<file path="config.mk">
export PLATFORM = sky130hd
export DESIGN_NAME = ipc_top
export DESIGN_NICKNAME = d
export VERILOG_FILES = /design/src/core/ipc_pkg.sv /design/src/core/ipc_top.sv
export SDC_FILE = /design/constraint.sdc
export NUM_CORES = 1
export LEC_CHECK = 0
export BUFFER_PORTS_ARGS = -buffer_cell sky130_fd_sc_hd__buf_4
export CORE_MARGIN = 5
export CORE_UTILIZATION = 56
export CTS_CLUSTER_SIZE = 28
export DETAILED_ROUTE_END_ITERATION = 12
export PLACE_DENSITY = 0.94
export SLEW_MARGIN = 20
export SYNTH_ARGS = -nofsm -noshare
export SYNTH_HDL_FRONTEND = slang
export SYNTH_SLANG_ARGS = --single-unit
</file>
<file path="constraint.sdc">
create_clock -name pclk -period 9.6 [get_ports pclk]
set_input_delay 1.44 -clock pclk [delete_from_list [all_inputs] [get_ports pclk]]
set_output_delay 1.44 -clock pclk [all_outputs]
set_load 0.05 [all_outputs]
</file>
<file path="src/core/ipc_pkg.sv">
// Constants and carrier types of the interrupt priority controller
// Functional notes
// - Six sources with own vectors: ext 0, ext 1, timers 0-2, serial.
// - A source whose enable bit is clear is never serviced.
// - Global enable bit 7 clear blocks all; set defers to source bits.
// - Enable register at index A8h: t2 b5, ser b4, t1 b3, x1 b2, t0 b1, x0 b0.
// - Enable register resets to zero, global and source enables clear.
// - Level is {high bit, low bit}: 00 lowest up to 11 highest.
// - Low level-select register at index B8h, same bit layout.
// - High level-select register at index B7h, same bit layout.
// - Only a strictly higher level preempts a service in progress.
// - A level 3 service is never preempted.
// - Of simultaneous requests the higher level is granted.
// - Equal-level requests are resolved by a fixed polling order.
// - Serial request is the OR of tx and rx done flags, cleared by sw.
// - An enabled active request clears the idle bit to wake the core.
package ipc_pkg;

    localparam int NSRC = 6;
    localparam int NEV = 3;
    localparam int AW = 10;

    // Register indices; byte address is four times the index
    localparam logic [7:0] ENA_IDX = 8'hA8;
    localparam logic [7:0] LVH_IDX = 8'hB7;
    localparam logic [7:0] IPL_IDX = 8'hB8;
    localparam logic [7:0] PWR_IDX = 8'h87;
    localparam logic [7:0] SFLG_IDX = 8'hC0;
    localparam logic [7:0] ISTS_IDX = 8'hC1;
    localparam logic [7:0] IMSK_IDX = 8'hC2;
    localparam logic [7:0] SVC_IDX = 8'hC3;

    // Source bit positions, also the polling order
    localparam int SRC_X0 = 0;
    localparam int SRC_T0 = 1;
    localparam int SRC_X1 = 2;
    localparam int SRC_T1 = 3;
    localparam int SRC_SER = 4;
    localparam int SRC_T2 = 5;
    localparam int GEN_BIT = 7;

    localparam logic [7:0] ENA_WMASK = 8'hBF;
    localparam logic [7:0] ENA_RST = 8'h00;
    localparam logic [5:0] LVL_RST = 6'h00;

    localparam int TXF_BIT = 1;
    localparam int RXF_BIT = 0;
    localparam int IDLE_BIT = 0;

    // Event status bits
    localparam int EV_GRANT = 0;
    localparam int EV_PREEMPT = 1;
    localparam int EV_WAKE = 2;

    typedef struct packed {
        logic req;
        logic [2:0] vec;
        logic [1:0] lvl;
    } ipc_offer_s;

    typedef struct packed {
        logic [1:0] ext_meta;
        logic [1:0] ext_sync;
        logic [7:0] ena;
        logic [5:0] lvh;
        logic [5:0] ipl;
        logic tx_done;
        logic rx_done;
        logic idle;
        logic [NEV-1:0] sts;
        logic [NEV-1:0] msk;
        logic [3:0] in_svc;
        ipc_offer_s offer;
        logic [31:0] rdata;
        logic err;
    } ipc_state_s;

endpackage : ipc_pkg

</file>
<file path="src/core/ipc_top.sv">
// Interrupt priority controller with APB register access
`timescale 1ns/1ps
module ipc_top
    import ipc_pkg::*;
(
    // Clock and reset
    input wire logic pclk,
    input wire logic presetn,

    // APB slave
    input wire logic psel,
    input wire logic penable,
    input wire logic pwrite,
    input wire logic [AW-1:0] paddr,
    input wire logic [31:0] pwdata,
    output logic [31:0] prdata,
    output logic pready,
    output logic pslverr,

    // Request sources
    input wire logic ext_request_0,
    input wire logic ext_request_1,
    input wire logic timer0_ovf,
    input wire logic timer1_ovf,
    input wire logic timer2_ovf,
    input wire logic tx_done_set,
    input wire logic rx_done_set,

    // Core sequencer
    output ipc_offer_s offer,
    input wire logic cpu_ack,
    input wire logic cpu_reti,
    output logic idle_mode,

    // Event interrupt
    output logic irq
);

    ipc_state_s q;
    ipc_state_s d;

    logic [NSRC-1:0] pend;
    logic [NSRC-1:0] req_w;
    logic setup;
    logic wr;

    // Highest level currently in service
    function automatic logic [1:0] top_lvl(input logic [3:0] svc);
        logic [1:0] cur;
        cur = 2'b00;
        for (int k = 0; k < 4; k++) begin
            if (svc[k]) begin
                cur = 2'(k);
            end
        end
        return cur;
    endfunction : top_lvl

    // Highest level wins; at equal level the lower bit index wins
    function automatic ipc_offer_s arbitrate(
        input logic [NSRC-1:0] r,
        input logic [NSRC-1:0] h,
        input logic [NSRC-1:0] l,
        input logic [3:0] svc
    );
        ipc_offer_s o;
        logic [1:0] lv;
        o = '0;
        lv = 2'b00;
        for (int i = NSRC - 1; i >= 0; i--) begin
            lv = {h[i], l[i]};
            if (r[i] && (!o.req || lv >= o.lvl)) begin
                o.req = 1'b1;
                o.vec = 3'(i);
                o.lvl = lv;
            end
        end
        if (|svc && o.lvl <= top_lvl(svc)) begin
            o.req = 1'b0;
        end
        return o;
    endfunction : arbitrate

    // Source vector in polling order
    always_comb begin
        pend = '0;
        pend[SRC_X0] = q.ext_sync[0];
        pend[SRC_T0] = timer0_ovf;
        pend[SRC_X1] = q.ext_sync[1];
        pend[SRC_T1] = timer1_ovf;
        pend[SRC_SER] = q.tx_done | q.rx_done;
        pend[SRC_T2] = timer2_ovf;
    end

    assign req_w = pend & q.ena[NSRC-1:0] & {NSRC{q.ena[GEN_BIT]}};

    assign setup = psel & ~penable;
    assign wr = psel & penable & pwrite;

    always_comb begin
        logic [3:0] svc;
        logic [NEV-1:0] ev;
        logic [7:0] idx;
        logic [31:0] rd;
        logic hit;
        d = q;
        svc = q.in_svc;
        ev = '0;
        idx = paddr[AW-1:2];
        rd = '0;
        hit = (paddr[1:0] == 2'b00);

        // Pin synchroniser
        d.ext_meta = {ext_request_1, ext_request_0};
        d.ext_sync = q.ext_meta;

        // Return first, then acceptance of a new vector
        if (cpu_reti && |svc) begin
            svc[top_lvl(svc)] = 1'b0;
        end
        if (cpu_ack && q.offer.req) begin
            ev[EV_GRANT] = 1'b1;
            ev[EV_PREEMPT] = |svc;
            svc[q.offer.lvl] = 1'b1;
        end
        d.in_svc = svc;
        d.offer = arbitrate(req_w, q.lvh, q.ipl, svc);

        // Register writes
        if (wr && paddr[1:0] == 2'b00) begin
            case (idx)
                ENA_IDX: begin
                    d.ena = pwdata[7:0] & ENA_WMASK;
                end
                LVH_IDX: begin
                    d.lvh = pwdata[NSRC-1:0];
                end
                IPL_IDX: begin
                    d.ipl = pwdata[NSRC-1:0];
                end
                PWR_IDX: begin
                    d.idle = pwdata[IDLE_BIT];
                end
                SFLG_IDX: begin
                    d.tx_done = pwdata[TXF_BIT];
                    d.rx_done = pwdata[RXF_BIT];
                end
                ISTS_IDX: begin
                    d.sts = q.sts & ~pwdata[NEV-1:0];
                end
                IMSK_IDX: begin
                    d.msk = pwdata[NEV-1:0];
                end
                default: begin
                end
            endcase
        end

        // Hardware flag sets win over a software clear
        if (tx_done_set) begin
            d.tx_done = 1'b1;
        end
        if (rx_done_set) begin
            d.rx_done = 1'b1;
        end

        // Wake wins over a software idle request in the same cycle
        if (|req_w) begin
            ev[EV_WAKE] = q.idle;
            d.idle = 1'b0;
        end
        d.sts = d.sts | ev;

        // Read data captured in the setup phase
        case (idx)
            ENA_IDX: begin
                rd[7:0] = q.ena;
            end
            LVH_IDX: begin
                rd[NSRC-1:0] = q.lvh;
            end
            IPL_IDX: begin
                rd[NSRC-1:0] = q.ipl;
            end
            PWR_IDX: begin
                rd[IDLE_BIT] = q.idle;
            end
            SFLG_IDX: begin
                rd[TXF_BIT] = q.tx_done;
                rd[RXF_BIT] = q.rx_done;
            end
            ISTS_IDX: begin
                rd[NEV-1:0] = q.sts;
            end
            IMSK_IDX: begin
                rd[NEV-1:0] = q.msk;
            end
            SVC_IDX: begin
                rd[3:0] = q.in_svc;
            end
            default: begin
                hit = 1'b0;
            end
        endcase
        if (setup) begin
            d.rdata = hit ? rd : 32'h00000000;
            d.err = ~hit;
        end
    end

    always_ff @(posedge pclk or negedge presetn) begin
        if (!presetn) begin
            q <= '0;
        end else begin
            q <= d;
        end
    end

    assign prdata = q.rdata;
    assign pready = 1'b1;
    assign pslverr = psel & penable & q.err;
    assign offer = q.offer;
    assign idle_mode = q.idle;
    assign irq = |(q.sts & q.msk);

    // Checking helpers
    logic [1:0] req_max;
    logic [1:0] act_lvl;

    always_comb begin
        req_max = 2'b00;
        for (int i = 0; i < NSRC; i++) begin
            if (req_w[i] && {q.lvh[i], q.ipl[i]} > req_max) begin
                req_max = {q.lvh[i], q.ipl[i]};
            end
        end
    end

    assign act_lvl = top_lvl(q.in_svc);
endmodule : ipc_top

</file>
==> summary.md <==
| Metric | Value |
|---|---|
| Cell with the most instances after synthesis | sky130_fd_sc_hd__dfrtp_1 |
| Number of enable-type register cells in the synthesized netlist | 0 |
| Sequential area share after synthesis | 0.395 |
| Rows | 27 |
| Flop pwr share | 0.547 |
| Ys flop type | sky130_fd_sc_hd__dfrtp_1 |
| Count of buffer and inverter cells on the critical path | 2 |
| Setup bufs post-CTS | 0 |
| Power density of the placed cells | 112 mW/mm2 |
| Delay of the slowest cell on the worst path | 0.44 ns |
| Area of the mapped netlist | 0.00317 mm2 |
| Hold_sp | d[73]$_DFF_PN0_ |
| Total of max-cap violations | 0 |
| Sw power | 0.000107 W |
| Routed wire length on met2 | 3570 um |
| Synth area leader | sky130_fd_sc_hd__dfrtp_1 |
| Count of antenna-violating nets left after detailed routing | 0 |
| Worst-skew pair later-pin latency | 0.31 ns |
| Detailed Route Iter0 Violations | 251 |
| Sequential cell area | 0.00125 mm2 |
| Post-Syn Instances | 320 |
| Fraction of registers with async set/reset | 1.00 |
| Count of endpoints failing setup in the final report | 0 |
| Count of input and output buffers | 46 |
| Setup repair after global routing missed its margin | no |
| CTS tree | done |
| Final-layout fill cell count | 444 |
| Critical path type | input port to flop |
| Area growth from synthesis to final layout | 9.16% |
| Total detailed-routing wirelength | 7500 um |
| Met3 Routed Length | 805 um |
| Remaining global-route overflow | 0 |
| Deepest level of the CTS H-tree | 2 |
| Kind of cell adding the most delay to the critical path | compound AO/OA/AOI/OAI gates |
| Total Routing Usage GR | 0.207 |
| Fraction of power spent switching nets | 0.276 |
| Mean area per synthesized cell | 9.90 um2 |
| Worst hold-check path type | flop to flop |
| Maximum fanout encountered on the critical timing path | 8 |
| Max-Slew Margin vs Limit | 0.573 |
| Post-detailed-route via-to-cell ratio | 6.16 |
| Net count, final | 420 |
| Number of pins exceeding their max-slew limit in the final report | 0 |
| Count of placed standard cells including taps | 417 |
| Effective utilization at floorplan | 0.576 |
| Number of cells in the finished layout apart from fillers | 425 |
| Chip height | 85.2 um |
| Critical-path cell with the highest stage delay | sky130_fd_sc_hd__a21oi_1 |
| Top achievable clock speed | 116 MHz |
| Area share of the leading cell type in the synthesized netlist | 0.395 |
| Number of global-route vias before repair | 2,530 |
| Cell depth of the worst min-delay path | 0 |
| Clock power frac | 0.326 |
| Number of CTS-inserted buffers | 5 |
| Final worst-path cycle share | 0.900 |
| Internal power | 0.000282 W |
| R2R setup slack | 1.71 ns |
| Standard cell core area | 0.00551 mm2 |
| Detailed-route via count | 2,617 |
| Avg WL per Cell | 17.6 um |
| Number of flip-flops and latches in the synthesized netlist | 50 |
| Largest cells by area after synthesis | sky130_fd_sc_hd__dfrtp_1 (39%), sky130_fd_sc_hd__buf_4 (9.5%), sky130_fd_sc_hd__mux2_2 (8.2%), sky130_fd_sc_hd__ha_1 (4.7%), sky130_fd_sc_hd__nand2_1 (3.0%) |
| Buffer cell driving the clock tree root | sky130_fd_sc_hd__clkbuf_8 |
| Reg-to-reg critical path endpoint | offer[5]$_DFF_PN0_ |
| Placer congestion estimate | 0.903 |
| Share of power burned in combinational logic | 0.127 |
| Pin count of the biggest net entering global routing | 51 |
| CP arrival | 8.84 ns |
| N_diodes | 0 |
| Number of antenna violations at the first check in global routing | 0 |
| Ports placed on the boundary | 98 |
| Required time of the worst setup path | 9.79 ns |
| Clk_skew | 0.00787 ns |
| Count of unique library cells instantiated by Yosys | 58 |
| Static leakage power | 1.65 nW |
| Finished layout cell area | 0.00346 mm2 |
| Area of placed instances | 0.00337 mm2 |
| Clock tree buffer depth | 2 |
| Worst reg2reg path startpoint | q[69]$_DFFE_PN0P_ |
| Worst Tran Pin Value | 0.640 ns |
| Combined area of the multi-input logic cells | 0.00164 mm2 |
| Clock edge transition at the registers on the reported setup and hold paths | 0.08 ns |
| First-pass GRT wire length | 12,100 um |
| Element type at the critical path start | input port |
| Depth of the critical timing path with buffers and inverters included | 38 |
| Post-detailed-route DRC marker count | 0 |
| Top routing layer in use | met4 |
| Count of synthesis-stage warnings from yosys | 0 |
| Sum of negative setup slack | 0 ns |
| Depth of the most critical reg-to-reg path | 37 |
| Hold Vio Cnt, Final | 0 |
| Met1 Routed Length | 2870 um |
| Sink count of the clock tree | 50 |
| Hold bufs inserted after CTS | 0 |
| Minimum clock period after layout | 8.64 ns |
| Pre-antenna DRT Iters | 5 |
| Post-detail-place hpwl | 5470 um |
| Die outline area | 0.00726 mm2 |
| Setup crit end kind | flop |
| Final Power | 0.000389 W |
| Horizontal extent of the die | 85.2 um |
| Share of layout cells above drive strength 1 | 0.252 |
| Worst Hold Endpoint | pend[2]$_DFF_PN0_ |
| Cell types with the highest counts after synthesis | sky130_fd_sc_hd__dfrtp_1 (50), sky130_fd_sc_hd__buf_4 (40), sky130_fd_sc_hd__nand2_1 (25), sky130_fd_sc_hd__mux2_2 (23), sky130_fd_sc_hd__o21ai_0 (17) |
| Resize count post-CTS | 0 |
| Worst ir drop on vdd | 0.0687 mV |
| Outcome | complete, no violations |
==> power by group through the flow <==
stage | Sequential [W] | Clock (W) | Combinational (W)
floorplan | 0.000217 | 0 | 0.0000398
global placement | 0.000217 | 0 | 0.0000480
detailed placement | 0.000217 | 0 | 0.0000489
CTS | 0.000213 | 0.000129 | 0.0000491
global route | 0.000213 | 0.000139 | 0.0000525
finish | 0.000213 | 0.000127 | 0.0000494
==> worst max path at each step <==
stage,start,end,slack (ns)
floorplan,timer2_ovf,offer[5]$_DFF_PN0_,2.01
global placement,timer2_ovf,offer[5]$_DFF_PN0_,1.29
detailed placement,timer2_ovf,offer[5]$_DFF_PN0_,0.93
CTS,timer2_ovf,offer[5]$_DFF_PN0_,1.10
global route,timer2_ovf,offer[5]$_DFF_PN0_,0.25
finish,timer2_ovf,offer[5]$_DFF_PN0_,0.96
==> logic make-up (layout without fill, tap and decap cells) <==
family / Yosys count / in the layout / share of synthesized area
mux: 27 / 27 / 0.102
fa+ha+maj: 13 / 13 / 0.0505
other cells: 2 / 26 / 0.00237
flops: 50 / 50 / 0.395
simple gates: 95 / 95 / 0.166
buf+inv: 55 / 64 / 0.115
compound gates: 78 / 78 / 0.169
==> sequential cells by signal, summed over array words and instances, names as in the netlist <==
| name | cells |
|---|---|
| pend | 2 |
| prdata | 7 |
| q | 32 |
| offer | 6 |
| idle_mode | 1 |
| d | 2 |
==> cell usage in the layout (no fill, tap or decap), types with 9 or more instances in the layout <==
cell,count
sky130_fd_sc_hd__mux2_2,23
sky130_fd_sc_hd__a22oi_1,9
sky130_fd_sc_hd__conb_1,26
sky130_fd_sc_hd__buf_4,46
sky130_fd_sc_hd__ha_1,12
sky130_fd_sc_hd__inv_1,10
sky130_fd_sc_hd__a21oi_1,14
sky130_fd_sc_hd__nor2_1,15
sky130_fd_sc_hd__nand3_1,12
sky130_fd_sc_hd__dfrtp_1,50
sky130_fd_sc_hd__nand2_1,25
sky130_fd_sc_hd__o21ai_0,17
sky130_fd_sc_hd__nand2b_1,9
==> layout make-up <==
| cell class | instances | share of cell area |
|---|---|---|
| well taps | 72 | 0.0260 |
| repair buffers | 46 | 0.0998 |
| flip-flops and latches | 50 | 0.362 |
| clock inverters | 1 | 0.00145 |
| multi-input cells | 239 | 0.475 |
| clock buffers | 7 | 0.0250 |
| inverters | 10 | 0.0108 |
==> per-layer routing <==
metal,track usage,up-vias
li1,-,1172
met5,0,-
met3,0.0553,38
met2,0.345,189
met4,0.0835,0
met1,0.253,1218
==> stage by stage <==
stage	utilization	setup WS [ns]	hold WS (ns)
after CTS	0.628	1.10	0.356
after global placement	0.612	1.29	0.332
final	0.628	0.955	0.352
after global routing	0.628	0.250	0.360
after detailed placement	0.612	0.933	0.335
after floorplan	-	2.01	0.331
(Power assumes the default switching activity.)
